--- config.mk ---
export PLATFORM = sky130hd
export DESIGN_NAME = epmc_ctrl
export DESIGN_NICKNAME = d
export VERILOG_FILES = /design/src/verilog/epmc_pkg.sv /design/src/verilog/epmc_ctrl.sv
export VERILOG_INCLUDE_DIRS = /design/src /design/src/verilog
export SDC_FILE = /design/constraint.sdc
export NUM_CORES = 1
export LEC_CHECK = 0
export ABC_AREA = 0
export BUFFER_PORTS_ARGS = -buffer_cell sky130_fd_sc_hd__buf_4
export CAP_MARGIN = 20
export CORE_MARGIN = 4
export CORE_UTILIZATION = 25
export CTS_CLUSTER_SIZE = 8
export DETAILED_ROUTE_END_ITERATION = 8
export GPL_ROUTABILITY_DRIVEN = 0
export GPL_TIMING_DRIVEN = 0
export PLACE_DENSITY_LB_ADDON = 0.3
export SYNTH_ARGS = -nofsm -noshare
export SYNTH_HDL_FRONTEND = slang
export SYNTH_SLANG_ARGS = --single-unit
--- constraint.sdc ---
create_clock -name mclk -period 3.9 [get_ports mclk]
set_clock_uncertainty 0.1 [all_clocks]
set_input_delay 0.78 -clock mclk [delete_from_list [all_inputs] [get_ports mclk]]
set_output_delay 0.78 -clock mclk [all_outputs]
set_load 0.005 [all_outputs]
--- src/verilog/epmc_map.svh ---
/*
 register offsets, field positions, sense codes and timing counts
 of the exception and power mode controller; included by its bare name
*/
`ifndef EPMC_MAP_SVH
`define EPMC_MAP_SVH
`define EPMC_OFS_PORT 6'h00
`define EPMC_OFS_PWR 6'h04
`define EPMC_OFS_IDLE_TMR 6'h08
`define EPMC_OFS_STBY_TMR 6'h0C
`define EPMC_OFS_EXC 6'h10
`define EPMC_OFS_INTV 6'h14
`define EPMC_OFS_RCNT 6'h18
`define EPMC_OFS_STAT 6'h1C
`define EPMC_PROTO_ID 4'h1
`define EPMC_PORT_TMO_LSB 8
`define EPMC_PWR_IDLE_BIT 1
`define EPMC_PWR_STBY_BIT 0
`define EPMC_EXC_PERFORMANCE_FLAG_BIT 15
`define EPMC_EXC_EBF_BIT 13
`define EPMC_EXC_WARNING_CODE_ENABLE_BIT 12
`define EPMC_EXC_EXCEPTION_DISABLE_BIT 11
`define EPMC_EXC_TEST_BIT 10
`define EPMC_EXC_ERROR_LOGGING_FLAG_BIT 8
`define EPMC_EXC_METHOD_LSB 0
`define EPMC_STAT_STBY_BIT 0
`define EPMC_STAT_PEND_BIT 1
`define EPMC_STAT_BLOCK_BIT 2
`define EPMC_STAT_RPT_LSB 8
`define EPMC_KEY_NO_SENSE 4'h0
`define EPMC_KEY_RECOVERED 4'h1
`define EPMC_KEY_UNIT_ATTN 4'h6
`define EPMC_ASC_TEMP 8'h0B
`define EPMC_ADDITIONAL_SENSE_QUALIFIER_TEMP 8'h01
`define EPMC_ASC_FAIL 8'h5D
`define EPMC_ADDITIONAL_SENSE_QUALIFIER_FALSE 8'hFF
`define EPMC_ADDITIONAL_SENSE_QUALIFIER_PRED 8'h00
`define EPMC_CLK_MHZ 250
`define EPMC_TICK_MS 100
`define EPMC_TICK_CYCLES (`EPMC_TICK_MS * 1000 * `EPMC_CLK_MHZ)
`define EPMC_STBY_MIN_MIN 60
`define EPMC_STBY_MIN_TICKS (`EPMC_STBY_MIN_MIN * 60 * 1000 / `EPMC_TICK_MS)
`endif

--- src/verilog/epmc_pkg.sv ---
/*
 types of the exception and power mode controller;
 assumes epmc_map.svh for all numeric constants but the method and bus codes below
*/
package epmc_pkg;
	typedef enum logic [3:0] {
		EPMC_M_NONE = 4'h0,
		EPMC_M_ASYNC = 4'h1,
		EPMC_M_UNIT_ATTN = 4'h2,
		EPMC_M_COND_REC = 4'h3,
		EPMC_M_UNCOND_REC = 4'h4,
		EPMC_M_NO_SENSE = 4'h5,
		EPMC_M_ON_REQ = 4'h6
	} epmc_method_t;
	typedef enum logic [1:0] {
		EPMC_BUS_IDLE = 2'b01,
		EPMC_BUS_ACK = 2'b10
	} epmc_bus_t;
endpackage

--- src/verilog/epmc_ctrl.sv ---
/*
 exception reporting and standby control of a disk target, with its
 mode page fields held in registers behind an avalon-mm slave.
 assumes one clock, command events as one-cycle pulses synchronous
 to mclk, and a command layer that acts on the check outputs.
*/
// Decided for this implementation: the Avalon-MM interface to the registers and the placing of the registers.
`timescale 1ns/1ps
`include "epmc_map.svh"

// Operation
// port page reports protocol identifier one
// initiator writes zero transfer timeout
// idle timer and bit stored, unused
// standby bit gates standby entry
// standby timer counts 100 ms units
// standby below sixty minutes uses sixty
// logging and performance flags ignored
// temperature warning needs enable, not disabled
// temperature warning sense 01h/0Bh/01h
// exception disable stops all exception work
// test bit raises false failure 5DFFh
// background functions follow enable bit
// method 0 silent, 1 and 7-F unused
// method 2 unit attention, command held
// method 3 recovered only if post-error
// method 4 recovered error always
// method 5 no sense after completion
// method 6 reports only on request sense
// reports spaced by interval timer
// zero interval reports only once
// report count limits, zero unlimited
// 32-bit fields, per-condition report counter
module epmc_ctrl import epmc_pkg::*; #(
	parameter int TICK_CYCLES = `EPMC_TICK_CYCLES,
	parameter int STBY_MIN_TICKS = `EPMC_STBY_MIN_TICKS
) (
	input wire logic mclk,
	input wire logic rstn,
	input wire logic [5:0] avs_address,
	input wire logic avs_read,
	input wire logic avs_write,
	input wire logic [31:0] avs_writedata,
	output logic [31:0] avs_readdata,
	output logic avs_waitrequest,
	input wire logic activity,
	input wire logic temp_over,
	input wire logic fail_predict,
	input wire logic post_error,
	input wire logic cmd_start,
	input wire logic cmd_done,
	input wire logic req_sense,
	output logic standby,
	output logic bg_enable,
	output logic cmd_block,
	output logic check_cond,
	output logic sense_valid,
	output logic [3:0] sense_key,
	output logic [7:0] additional_sense_code,
	output logic [7:0] additional_sense_qualifier
);
	epmc_bus_t bus_state;
	logic [15:0] sync_timeout;
	logic idle_bit;
	logic standby_bit;
	logic [31:0] idle_timer;
	logic [31:0] standby_timer;
	logic performance_flag;
	logic background_function_enable;
	logic warning_code_enable;
	logic exception_disable;
	logic test_bit;
	logic error_logging_flag;
	logic [3:0] method;
	logic [31:0] interval_timer;
	logic [31:0] report_count;
	logic [31:0] tick_cnt;
	logic tick;
	logic [31:0] idle_ticks;
	logic [31:0] intv_ticks;
	logic [31:0] reports;
	logic pending;
	logic [7:0] pend_asc;
	logic [7:0] pend_additional_sense_qualifier;
	logic temp_q;
	logic test_q;
	logic [31:0] next_readdata;
	logic wr_now;
	logic temp_src;
	logic test_src;
	logic new_cond;
	logic [7:0] new_asc;
	logic [7:0] new_additional_sense_qualifier;
	logic may_report;
	logic fire;
	logic [3:0] fire_key;
	logic [31:0] stby_limit;

	function automatic logic is_reg(input logic [5:0] a, input logic [5:0] ofs);
		is_reg = (a == ofs);
	endfunction

	assign wr_now = avs_write && (bus_state == EPMC_BUS_ACK);

	// avalon handshake: one wait cycle, then a single ack cycle
	always_ff @(posedge mclk or negedge rstn) begin
		if (!rstn) begin
			bus_state <= EPMC_BUS_IDLE;
			avs_waitrequest <= 1'b1;
		end else begin
			case (bus_state)
				EPMC_BUS_IDLE: begin
					if (avs_read || avs_write) begin
						bus_state <= EPMC_BUS_ACK;
						avs_waitrequest <= 1'b0;
					end
				end
				EPMC_BUS_ACK: begin
					bus_state <= EPMC_BUS_IDLE;
					avs_waitrequest <= 1'b1;
				end
				default: begin
					bus_state <= EPMC_BUS_IDLE;
					avs_waitrequest <= 1'b1;
				end
			endcase
		end
	end

	always_comb begin
		next_readdata = 32'h0;
		if (is_reg(avs_address, `EPMC_OFS_PORT)) begin
			// fixed protocol id
			next_readdata[3:0] = `EPMC_PROTO_ID;
			next_readdata[`EPMC_PORT_TMO_LSB +: 16] = sync_timeout;
		end
		if (is_reg(avs_address, `EPMC_OFS_PWR)) begin
			next_readdata[`EPMC_PWR_IDLE_BIT] = idle_bit;
			next_readdata[`EPMC_PWR_STBY_BIT] = standby_bit;
		end
		if (is_reg(avs_address, `EPMC_OFS_IDLE_TMR)) begin
			next_readdata = idle_timer;
		end
		if (is_reg(avs_address, `EPMC_OFS_STBY_TMR)) begin
			next_readdata = standby_timer;
		end
		if (is_reg(avs_address, `EPMC_OFS_EXC)) begin
			next_readdata[`EPMC_EXC_PERFORMANCE_FLAG_BIT] = performance_flag;
			next_readdata[`EPMC_EXC_EBF_BIT] = background_function_enable;
			next_readdata[`EPMC_EXC_WARNING_CODE_ENABLE_BIT] = warning_code_enable;
			next_readdata[`EPMC_EXC_EXCEPTION_DISABLE_BIT] = exception_disable;
			next_readdata[`EPMC_EXC_TEST_BIT] = test_bit;
			next_readdata[`EPMC_EXC_ERROR_LOGGING_FLAG_BIT] = error_logging_flag;
			next_readdata[`EPMC_EXC_METHOD_LSB +: 4] = method;
		end
		if (is_reg(avs_address, `EPMC_OFS_INTV)) begin
			next_readdata = interval_timer;
		end
		if (is_reg(avs_address, `EPMC_OFS_RCNT)) begin
			next_readdata = report_count;
		end
		if (is_reg(avs_address, `EPMC_OFS_STAT)) begin
			next_readdata[`EPMC_STAT_STBY_BIT] = standby;
			next_readdata[`EPMC_STAT_PEND_BIT] = pending;
			next_readdata[`EPMC_STAT_BLOCK_BIT] = cmd_block;
			next_readdata[`EPMC_STAT_RPT_LSB +: 8] = reports[7:0];
		end
	end

	// data captured with the ack, stands until the next read
	always_ff @(posedge mclk or negedge rstn) begin
		if (!rstn) begin
			avs_readdata <= 32'h0;
		end else if (avs_read && bus_state == EPMC_BUS_IDLE) begin
			avs_readdata <= next_readdata;
		end
	end

	always_ff @(posedge mclk or negedge rstn) begin
		if (!rstn) begin
			sync_timeout <= 16'h0;
			idle_bit <= 1'b0;
			standby_bit <= 1'b0;
			idle_timer <= 32'h0;
			standby_timer <= 32'h0;
			interval_timer <= 32'h0;
			report_count <= 32'h0;
		end else if (wr_now) begin
			// stored as written; initiator keeps it zero
			if (is_reg(avs_address, `EPMC_OFS_PORT)) begin
				sync_timeout <= avs_writedata[`EPMC_PORT_TMO_LSB +: 16];
			end
			// idle values kept for readback only
			if (is_reg(avs_address, `EPMC_OFS_PWR)) begin
				idle_bit <= avs_writedata[`EPMC_PWR_IDLE_BIT];
				standby_bit <= avs_writedata[`EPMC_PWR_STBY_BIT];
			end
			if (is_reg(avs_address, `EPMC_OFS_IDLE_TMR)) begin
				idle_timer <= avs_writedata;
			end
			// whole 32-bit fields
			if (is_reg(avs_address, `EPMC_OFS_STBY_TMR)) begin
				standby_timer <= avs_writedata;
			end
			if (is_reg(avs_address, `EPMC_OFS_INTV)) begin
				interval_timer <= avs_writedata;
			end
			if (is_reg(avs_address, `EPMC_OFS_RCNT)) begin
				report_count <= avs_writedata;
			end
		end
	end

	always_ff @(posedge mclk or negedge rstn) begin
		if (!rstn) begin
			performance_flag <= 1'b0;
			background_function_enable <= 1'b0;
			warning_code_enable <= 1'b0;
			exception_disable <= 1'b0;
			test_bit <= 1'b0;
			error_logging_flag <= 1'b0;
			method <= 4'h0;
		end else if (wr_now && is_reg(avs_address, `EPMC_OFS_EXC)) begin
			// both flags stored, only readback reads them
			performance_flag <= avs_writedata[`EPMC_EXC_PERFORMANCE_FLAG_BIT];
			error_logging_flag <= avs_writedata[`EPMC_EXC_ERROR_LOGGING_FLAG_BIT];
			background_function_enable <= avs_writedata[`EPMC_EXC_EBF_BIT];
			warning_code_enable <= avs_writedata[`EPMC_EXC_WARNING_CODE_ENABLE_BIT];
			exception_disable <= avs_writedata[`EPMC_EXC_EXCEPTION_DISABLE_BIT];
			test_bit <= avs_writedata[`EPMC_EXC_TEST_BIT];
			method <= avs_writedata[`EPMC_EXC_METHOD_LSB +: 4];
		end
	end

	// background enable straight from its bit
	always_ff @(posedge mclk or negedge rstn) begin
		if (!rstn) begin
			bg_enable <= 1'b0;
		end else begin
			bg_enable <= background_function_enable;
		end
	end

	// 100 ms time base
	always_ff @(posedge mclk or negedge rstn) begin
		if (!rstn) begin
			tick_cnt <= 32'h0;
			tick <= 1'b0;
		end else if (tick_cnt == 32'(TICK_CYCLES - 1)) begin
			tick_cnt <= 32'h0;
			tick <= 1'b1;
		end else begin
			tick_cnt <= tick_cnt + 32'h1;
			tick <= 1'b0;
		end
	end

	// short settings stretched to sixty minutes
	assign stby_limit = (standby_timer < 32'(STBY_MIN_TICKS)) ?
		32'(STBY_MIN_TICKS) : standby_timer;

	// standby only with its bit set; activity wakes
	always_ff @(posedge mclk or negedge rstn) begin
		if (!rstn) begin
			idle_ticks <= 32'h0;
			standby <= 1'b0;
		end else if (activity || !standby_bit) begin
			idle_ticks <= 32'h0;
			standby <= 1'b0;
		end else if (tick && !standby) begin
			if (idle_ticks + 32'h1 >= stby_limit) begin
				standby <= 1'b1;
			end
			idle_ticks <= idle_ticks + 32'h1;
		end
	end

	// temperature only with enable and exceptions on
	assign temp_src = temp_over && warning_code_enable && !exception_disable;
	// false failure while test bit is set
	assign test_src = test_bit && !exception_disable;

	always_ff @(posedge mclk or negedge rstn) begin
		if (!rstn) begin
			temp_q <= 1'b0;
			test_q <= 1'b0;
		end else begin
			temp_q <= temp_src;
			test_q <= test_src;
		end
	end

	always_comb begin
		new_cond = 1'b0;
		new_asc = 8'h0;
		new_additional_sense_qualifier = 8'h0;
		// temperature warning cause code
		if (temp_src && !temp_q) begin
			new_cond = 1'b1;
			new_asc = `EPMC_ASC_TEMP;
			new_additional_sense_qualifier = `EPMC_ADDITIONAL_SENSE_QUALIFIER_TEMP;
		end else if (test_src && !test_q) begin
			new_cond = 1'b1;
			new_asc = `EPMC_ASC_FAIL;
			new_additional_sense_qualifier = `EPMC_ADDITIONAL_SENSE_QUALIFIER_FALSE;
		end else if (fail_predict && !exception_disable) begin
			new_cond = 1'b1;
			new_asc = `EPMC_ASC_FAIL;
			new_additional_sense_qualifier = `EPMC_ADDITIONAL_SENSE_QUALIFIER_PRED;
		end
	end

	// gap since last report must have run out
	// zero interval allows the first report only
	// zero count means no limit
	assign may_report = pending && (intv_ticks == 32'h0) &&
		!(interval_timer == 32'h0 && reports != 32'h0) &&
		!(report_count != 32'h0 && reports >= report_count);

	always_comb begin
		fire = 1'b0;
		fire_key = `EPMC_KEY_NO_SENSE;
		case (method)
			// unit attention at command arrival
			EPMC_M_UNIT_ATTN: begin
				fire = may_report && cmd_start;
				fire_key = `EPMC_KEY_UNIT_ATTN;
			end
			// gated by the post-error flag
			EPMC_M_COND_REC: begin
				fire = may_report && cmd_done && post_error;
				fire_key = `EPMC_KEY_RECOVERED;
			end
			// after completion, unconditional
			EPMC_M_UNCOND_REC: begin
				fire = may_report && cmd_done;
				fire_key = `EPMC_KEY_RECOVERED;
			end
			// no sense after completion
			EPMC_M_NO_SENSE: begin
				fire = may_report && cmd_done;
				fire_key = `EPMC_KEY_NO_SENSE;
			end
			// only when polled
			EPMC_M_ON_REQ: begin
				fire = may_report && req_sense;
				fire_key = `EPMC_KEY_NO_SENSE;
			end
			// silent for 0h, 1h and reserved codes
			default: begin
				fire = 1'b0;
				fire_key = `EPMC_KEY_NO_SENSE;
			end
		endcase
		// disable overrides every method
		if (exception_disable) begin
			fire = 1'b0;
		end
	end

	// a fresh condition restarts its own count
	always_ff @(posedge mclk or negedge rstn) begin
		if (!rstn) begin
			pending <= 1'b0;
			pend_asc <= 8'h0;
			pend_additional_sense_qualifier <= 8'h0;
			reports <= 32'h0;
		end else if (exception_disable) begin
			pending <= 1'b0;
			reports <= 32'h0;
		end else if (new_cond) begin
			pending <= 1'b1;
			pend_asc <= new_asc;
			pend_additional_sense_qualifier <= new_additional_sense_qualifier;
			reports <= 32'h0;
		end else begin
			if (test_q && !test_src && pend_additional_sense_qualifier == `EPMC_ADDITIONAL_SENSE_QUALIFIER_FALSE) begin
				pending <= 1'b0;
			end
			if (fire) begin
				reports <= reports + 32'h1;
			end
		end
	end

	// interval restarts after each report
	always_ff @(posedge mclk or negedge rstn) begin
		if (!rstn) begin
			intv_ticks <= 32'h0;
		end else if (fire || new_cond) begin
			intv_ticks <= fire ? interval_timer : 32'h0;
		end else if (tick && intv_ticks != 32'h0) begin
			intv_ticks <= intv_ticks - 32'h1;
		end
	end

	// sense data held until the next report; check is a pulse
	always_ff @(posedge mclk or negedge rstn) begin
		if (!rstn) begin
			check_cond <= 1'b0;
			sense_valid <= 1'b0;
			sense_key <= 4'h0;
			additional_sense_code <= 8'h0;
			additional_sense_qualifier <= 8'h0;
			cmd_block <= 1'b0;
		end else begin
			check_cond <= fire;
			// the failed command is not run
			cmd_block <= fire && (method == EPMC_M_UNIT_ATTN);
			if (fire) begin
				sense_valid <= 1'b1;
				sense_key <= (pend_asc == `EPMC_ASC_TEMP) ?
					`EPMC_KEY_RECOVERED : fire_key;
				additional_sense_code <= pend_asc;
				additional_sense_qualifier <= pend_additional_sense_qualifier;
			end
		end
	end
endmodule

==> run metrics, run 1 <==
fin util roughly 30%; total CTS buffers 49; initial antenna violation count 4; Mapped Cells 1767; CP cell instances ha_2, nand3_2, or2_4, nor3_2, nand4_1, nor2_4, nand3_1, xnor2_1, ha_1, nand4_1, nor2_2, nand2_1, nor4_1, nand2_1, a311oi_1; Core ar. between 70000 and 80000 um2; met2 usage between 20% and 30%; Yosys warnings 0; crit-path max FO 8; RSZ-0062 raised after global routing false; met1 track demand over resource a little over a fifth; Post-synth EDFFs 0; cell-internal power between 6 and 7 mW; fill count roughly 7.2k; clock tree buffer depth 3; 1st-iter DRT viols approximately 1.3k; final period utilization 94.2%; CTS tree done; sequential cell fraction of total power about 44%; Max Freq between 200 and 300 MHz; final hold viol count 0; Netlist cell types 70; post-DP HPWL about 44000 um; Largest delay share family, worst path simple AND/OR/NAND/NOR gates; synthesized flop and latch total about 340; top_reg_cell synth dfrtp_1; H-tree depth 2; WP depth 15; routed wire length 57900 um; Starting Density 25.4%; layout cell share with drive strength beyond 1 17.8%; global routing usage on met3 around 3.7%; CP bufs+invs 0; IR drop worst, VDD between 0.0002 and 0.0003 V; hold_ws roughly 70 ps; leak pwr 9.68 nW; die area 76000 um2; max-slew violation total from the final report 0; first-pass GRT wire length 88300 um; Pwr per Cell Area roughly 420 nW/um2; vias in the first global route around 14k; Clock transition at path regs ~50 ps; Worst R2R Path Depth 15; register area share after synthesis a little under half; Crit Path Category reg -> reg; Cell Area, Synth 17900 um2; fin crit period about 3700 ps; Seq. cell area 8480 um2; Die Width 276 um; row cnt 97; Worst-Skew Late Latency just over 600 ps; footprint of the multi-input gates between 8000 and 9000 um2; most frequent cells in the layout 338 x dfrtp_1, 177 x nand2_1, 137 x o21ai_0; CP peak stage delay 410 ps; nature of the critical path endpoint register; Port Buffers between 100 and 150; total power draw around 8.9 mW; grt total ovfl 0; drt first pass iters 6; CP max stage cell dfrtp_1; largest net degree at the start of global routing 105; clock sinks 339; Residual DRC 0; hold crit path type in -> async; root buffer cell clkbuf_16; syn avg cell area 10.1 um2; placed cells 2817; worst reg2reg startpoint idle_ticks[0]; non-filler instance count after layout about 2.9k; Crit. Startpoint idle_ticks[0]; Avg Vias per Cell roughly 5.0; CP required roughly 4300 ps; Tot GR Track Use 15.0%; total number of vias around 14k; routed len/inst 20.0 um; die height 276 um; final net count ~2.1k; status finished clean; Area Overhead vs Synth 20.0%; Max-Cap Viols 0; Least-Margin Pin Slew slightly above 1000 ps; combinational power share 11.1%; asr flop ratio synth 100%; clock share of power a little under half; total net switching power roughly 2.4 mW; Final ANT Viol Nets 0; Worst EP arrival between 4000 and 5000 ps; sw frac 26.9%; # IOs approximately 110; Critical Path Start Type register; setup violators final 0; gr busiest metal met2; commonest non-fill, non-tap cell in the layout dfrtp_1; worst relative slew slack ~31%
-- Yosys cell counts, types with 10 or more instances --
library cell    n  share of area (%)
nand2_1       177                3.7
xnor2_1        56                2.7
xor2_1         56                2.7
a21oi_1        87                2.4
and2_1         14               0.49
nand2b_1       17               0.59
and3_1         10               0.35
o21ai_0       137                3.8
mux2_2        124                7.8
or3_1          35                1.2
buf_4          13               0.54
nor3_1         32               0.89
and4_1         14               0.68
nor4_1         46                1.6
nand3_1        46                1.3
inv_1          68                1.4
nand4_1        38                1.3
a21o_1         16               0.67
clkbuf_1       62                1.3
nor2_1        105                2.2
ha_1           70                4.9
a22o_1         22                1.1
dfrtp_1       338                 47
a22oi_1        27                1.1
mux2i_1        11               0.61
-- cells by family after synthesis --
group	Yosys count	share of synthesized area [%]
xor+xnor	112	5.48
fa+ha+maj	70	4.89
flops	339	47.4
simple gates	581	16.7
buf+inv	162	3.89
compound gates	355	12.1
other cells	1	0.0209
mux	147	9.54
-- through the flow --
| stage | cell area (um2) | worst slack (ps) | TNS, ps |
|---|---|---|---|
| 3_3_place_gp | 19900 | -1420 | -465550 |
| 2_1_floorplan | 17900 | 508 | 0 |
| 6_report | 21500 | 227 | 0 |
| 4_1_cts | 21400 | 17.3 | 0 |
| 3_5_place_dp | 20000 | -581 | -1270 |
| 5_1_grt | 21500 | 7.65 | 0 |
-- area by class of cell --
cell class                      instances  share of cell area (%)
Antenna cell                            3                  0.0349
Buffer                                 92                    2.02
Clock buffer                           67                    6.16
Clock inverter                          4                   0.413
Inverter                               69                    1.21
Multi-Input combinational cell       1268                    41.0
Sequential cell                       339                    39.5
Tap cell                              940                    5.47
Timing Repair Buffer                  113                    4.26
-- final timing paths --
kind	slack (ps)	end
setup / recovery	230	standby
hold / removal	70	tick_cnt[2]
setup reg to reg	230	standby
hold reg to reg	340	bg_enable
max in group asynchronous	1920	idle_ticks[22]
min in group mclk	320	bus_state[1]
-- what timing repair did --
action | 4_1_cts | 5_1_grt
gates resized for setup | 7 | 4
endpoints found under the hold margin | 0 | 0
hold buffers | 0 | 0
endpoints found under the setup margin | 1 | 1
pin swaps | 2 | 3
setup buffers | 1 | 4
-- metal layers --
metal	vias to the layer above	share of wire [%]
met2	406	45
met3	86	7.2
met4	4	2.3
met5	-	0.024
met1	7227	45
li1	6647	-
-- power groups by stage --
stage	combinational (mW)	clock (mW)	sequential (mW)
final	0.990	4.04	3.90
after CTS	1.00	4.15	3.90
after floorplan	0.498	0	3.89
after detailed placement	0.999	0	3.95
after global placement	0.964	0	3.95
after global routing	1.10	4.30	3.92
Power figures use the tool's default switching activity.
==> run 2: changes to the inputs <==
--- a/config.mk
+++ b/config.mk
@@ -9,6 +9,7 @@
 export ABC_AREA = 0
 export BUFFER_PORTS_ARGS = -buffer_cell sky130_fd_sc_hd__buf_4
 export CAP_MARGIN = 20
+export CORE_ASPECT_RATIO = 2
 export CORE_MARGIN = 4
 export CORE_UTILIZATION = 25
 export CTS_CLUSTER_SIZE = 8
@@ -16,6 +17,7 @@
 export GPL_ROUTABILITY_DRIVEN = 0
 export GPL_TIMING_DRIVEN = 0
 export PLACE_DENSITY_LB_ADDON = 0.3
+export SLEW_MARGIN = 20
 export SYNTH_ARGS = -nofsm -noshare
 export SYNTH_HDL_FRONTEND = slang
 export SYNTH_SLANG_ARGS = --single-unit
==> run metrics, run 2 (same netlist as run 1, synthesis figures left out) <==
setup violators final 0 (unchanged); final period utilization 98.2% (was 94.2%); setup TNS 0 ps (unchanged); nature of the critical path endpoint register (unchanged); Worst EP arrival 4210 ps (was 4090 ps); H-tree depth 2 (unchanged); final net count 2049 (was 2051); status finished clean (unchanged); routed wire length 63100 um (was 57900 um); Area Overhead vs Synth 19.5% (was 20.0%); Critical Path Start Type primary input (was register); crit-path max FO 10 (was 8); 1st-iter DRT viols 941 (was 1298); final hold viol count 0 (unchanged); CP required 4280 ps (was 4310 ps); die height 387 um (was 276 um); hold crit path type in -> async (unchanged); # IOs 107 (unchanged); leak pwr 9.67 nW (was 9.68 nW); worst relative slew slack 23.4% (was 30.6%); IR drop worst, VDD 0.000309 V (was 0.000262 V); placed cells 2787 (was 2817); drt first pass iters 5 (was 6); commonest non-fill, non-tap cell in the layout dfrtp_1 (unchanged); non-filler instance count after layout 2845 (was 2895); Residual DRC 0 (unchanged); Starting Density 25.2% (was 25.4%); vias in the first global route 15.3k (was 14.4k); post-route setup slack 71.3 ps (was 227 ps); layout cell share with drive strength beyond 1 18.2% (was 17.8%); root buffer cell clkbuf_16 (unchanged); Die Width 197 um (was 276 um); largest net degree at the start of global routing 86 (was 105); Max-Cap Viols 0 (unchanged); Port Buffers 102 (unchanged); hold_ws 61.7 ps (was 70.1 ps); Least-Margin Pin Slew 1150 ps (was 1040 ps); Pwr per Cell Area 408 nW/um2 (was 416 nW/um2); fin util 30.1% (was 30.5%); die area 76200 um2 (was 76000 um2); total CTS buffers 48 (was 49); RSZ-0062 raised after global routing false (unchanged); Placement Setup Slack -817 ps (was -581 ps); most frequent cells in the layout 338 x dfrtp_1, 176 x nand2_1, 136 x o21ai_0 (was 338 x dfrtp_1, 177 x nand2_1, 137 x o21ai_0); clock sinks 339 (unchanged); Worst-Skew Late Latency 570 ps (was 610 ps); Core ar. 71000 um2 (was 70500 um2); first-pass GRT wire length 94300 um (was 88300 um); Clock transition at path regs 60 ps (was 50 ps); initial antenna violation count 5 (was 4); clock tree buffer depth 3 (unchanged); Tot GR Track Use 16.2% (was 15.0%); CTS tree done (unchanged); Max Freq 261 MHz (was 272 MHz); Avg Vias per Cell 5.02 (was 4.96); fin crit period 3830 ps (was 3670 ps); max-slew violation total from the final report 0 (unchanged); post-DP HPWL 49600 um (was 43700 um); routed len/inst 22.2 um (was 20.0 um); Crit Path Category in -> reg (was reg -> reg); row cnt 138 (was 97); Final ANT Viol Nets 0 (unchanged); grt total ovfl 0 (unchanged); total number of vias 14.3k (was 14.4k)
run 2: cell count changes in the layout (fill, tap and decap cells not counted), moves of 2 or more:
| cell | before | now |
|---|---|---|
| clkbuf_1 | 76 | 62 |
| buf_4 | 122 | 118 |
| clkbuf_8 | 3 | 0 |
| nor4_1 | 45 | 42 |
| nor3_1 | 31 | 29 |
| nor4_2 | 2 | 4 |
run 2: layout make-up:
type / instances / area, um2
sequential: 339 / 8480
buffer: 92 / 435
antenna: 2 / 5.00
fill: 7320 / 49600
multi-input combinational: 1268 / 8880
tap: 910 / 1140
inverter: 69 / 259
timing repair buffer: 112 / 930
clock buffer: 51 / 1230
clock inverter: 2 / 25.0
run 2: metrics by stage:
stage | cell area, um2 | total power [mW]
6_report | 21400 | 8.72
2_1_floorplan | 17900 | 4.39
4_1_cts | 21300 | 8.83
3_5_place_dp | 20000 | 4.98
3_3_place_gp | 19800 | 4.94
5_1_grt | 21400 | 9.04
run 2: report_power, final:
group	switching (mW)	internal, mW
Sequential	0.177	3.72
Clock	1.59	2.20
Combinational	0.619	0.408
Total	2.39	6.33
run 2: worst paths after layout:
check,start,endpoint,slack [ps],cells after the start
max,avs_address[1],report_count[3],70,9
min,rstn,avs_readdata[9],60,1
max reg2reg,standby_timer[19],standby,150,14
min reg2reg,background_function_enable,bg_enable,360,0
max in group asynchronous,rstn,standby_timer[21],2130,4
min in group mclk,avs_writedata[29],report_count[29],350,3
run 2: critical path: stages:
cell	delay (ps)
buf_4	110
nor3_1	590
and2_1	250
clkbuf_1	560
nand3_1	500
nor2_2	680
clkbuf_1	530
nand2_1	100
o21ai_0	110
run 2: repair_timing:
action	CTS	global route
gates resized for setup	11	14
buffers inserted	2	2
hold buffers	0	0
pin swaps	2	6
endpoints found under the hold margin	0	0
endpoints found under the setup margin	25	21
run 2: layer usage:
layer / GRT usage, % / vias up / wire (um)
li1: - / 6653 / -
met1: 14.8 / 7062 / 20300
met2: 31.3 / 372 / 34500
met3: 2.30 / 188 / 2350
met4: 12.3 / 6 / 5820
met5: 0 / - / 46
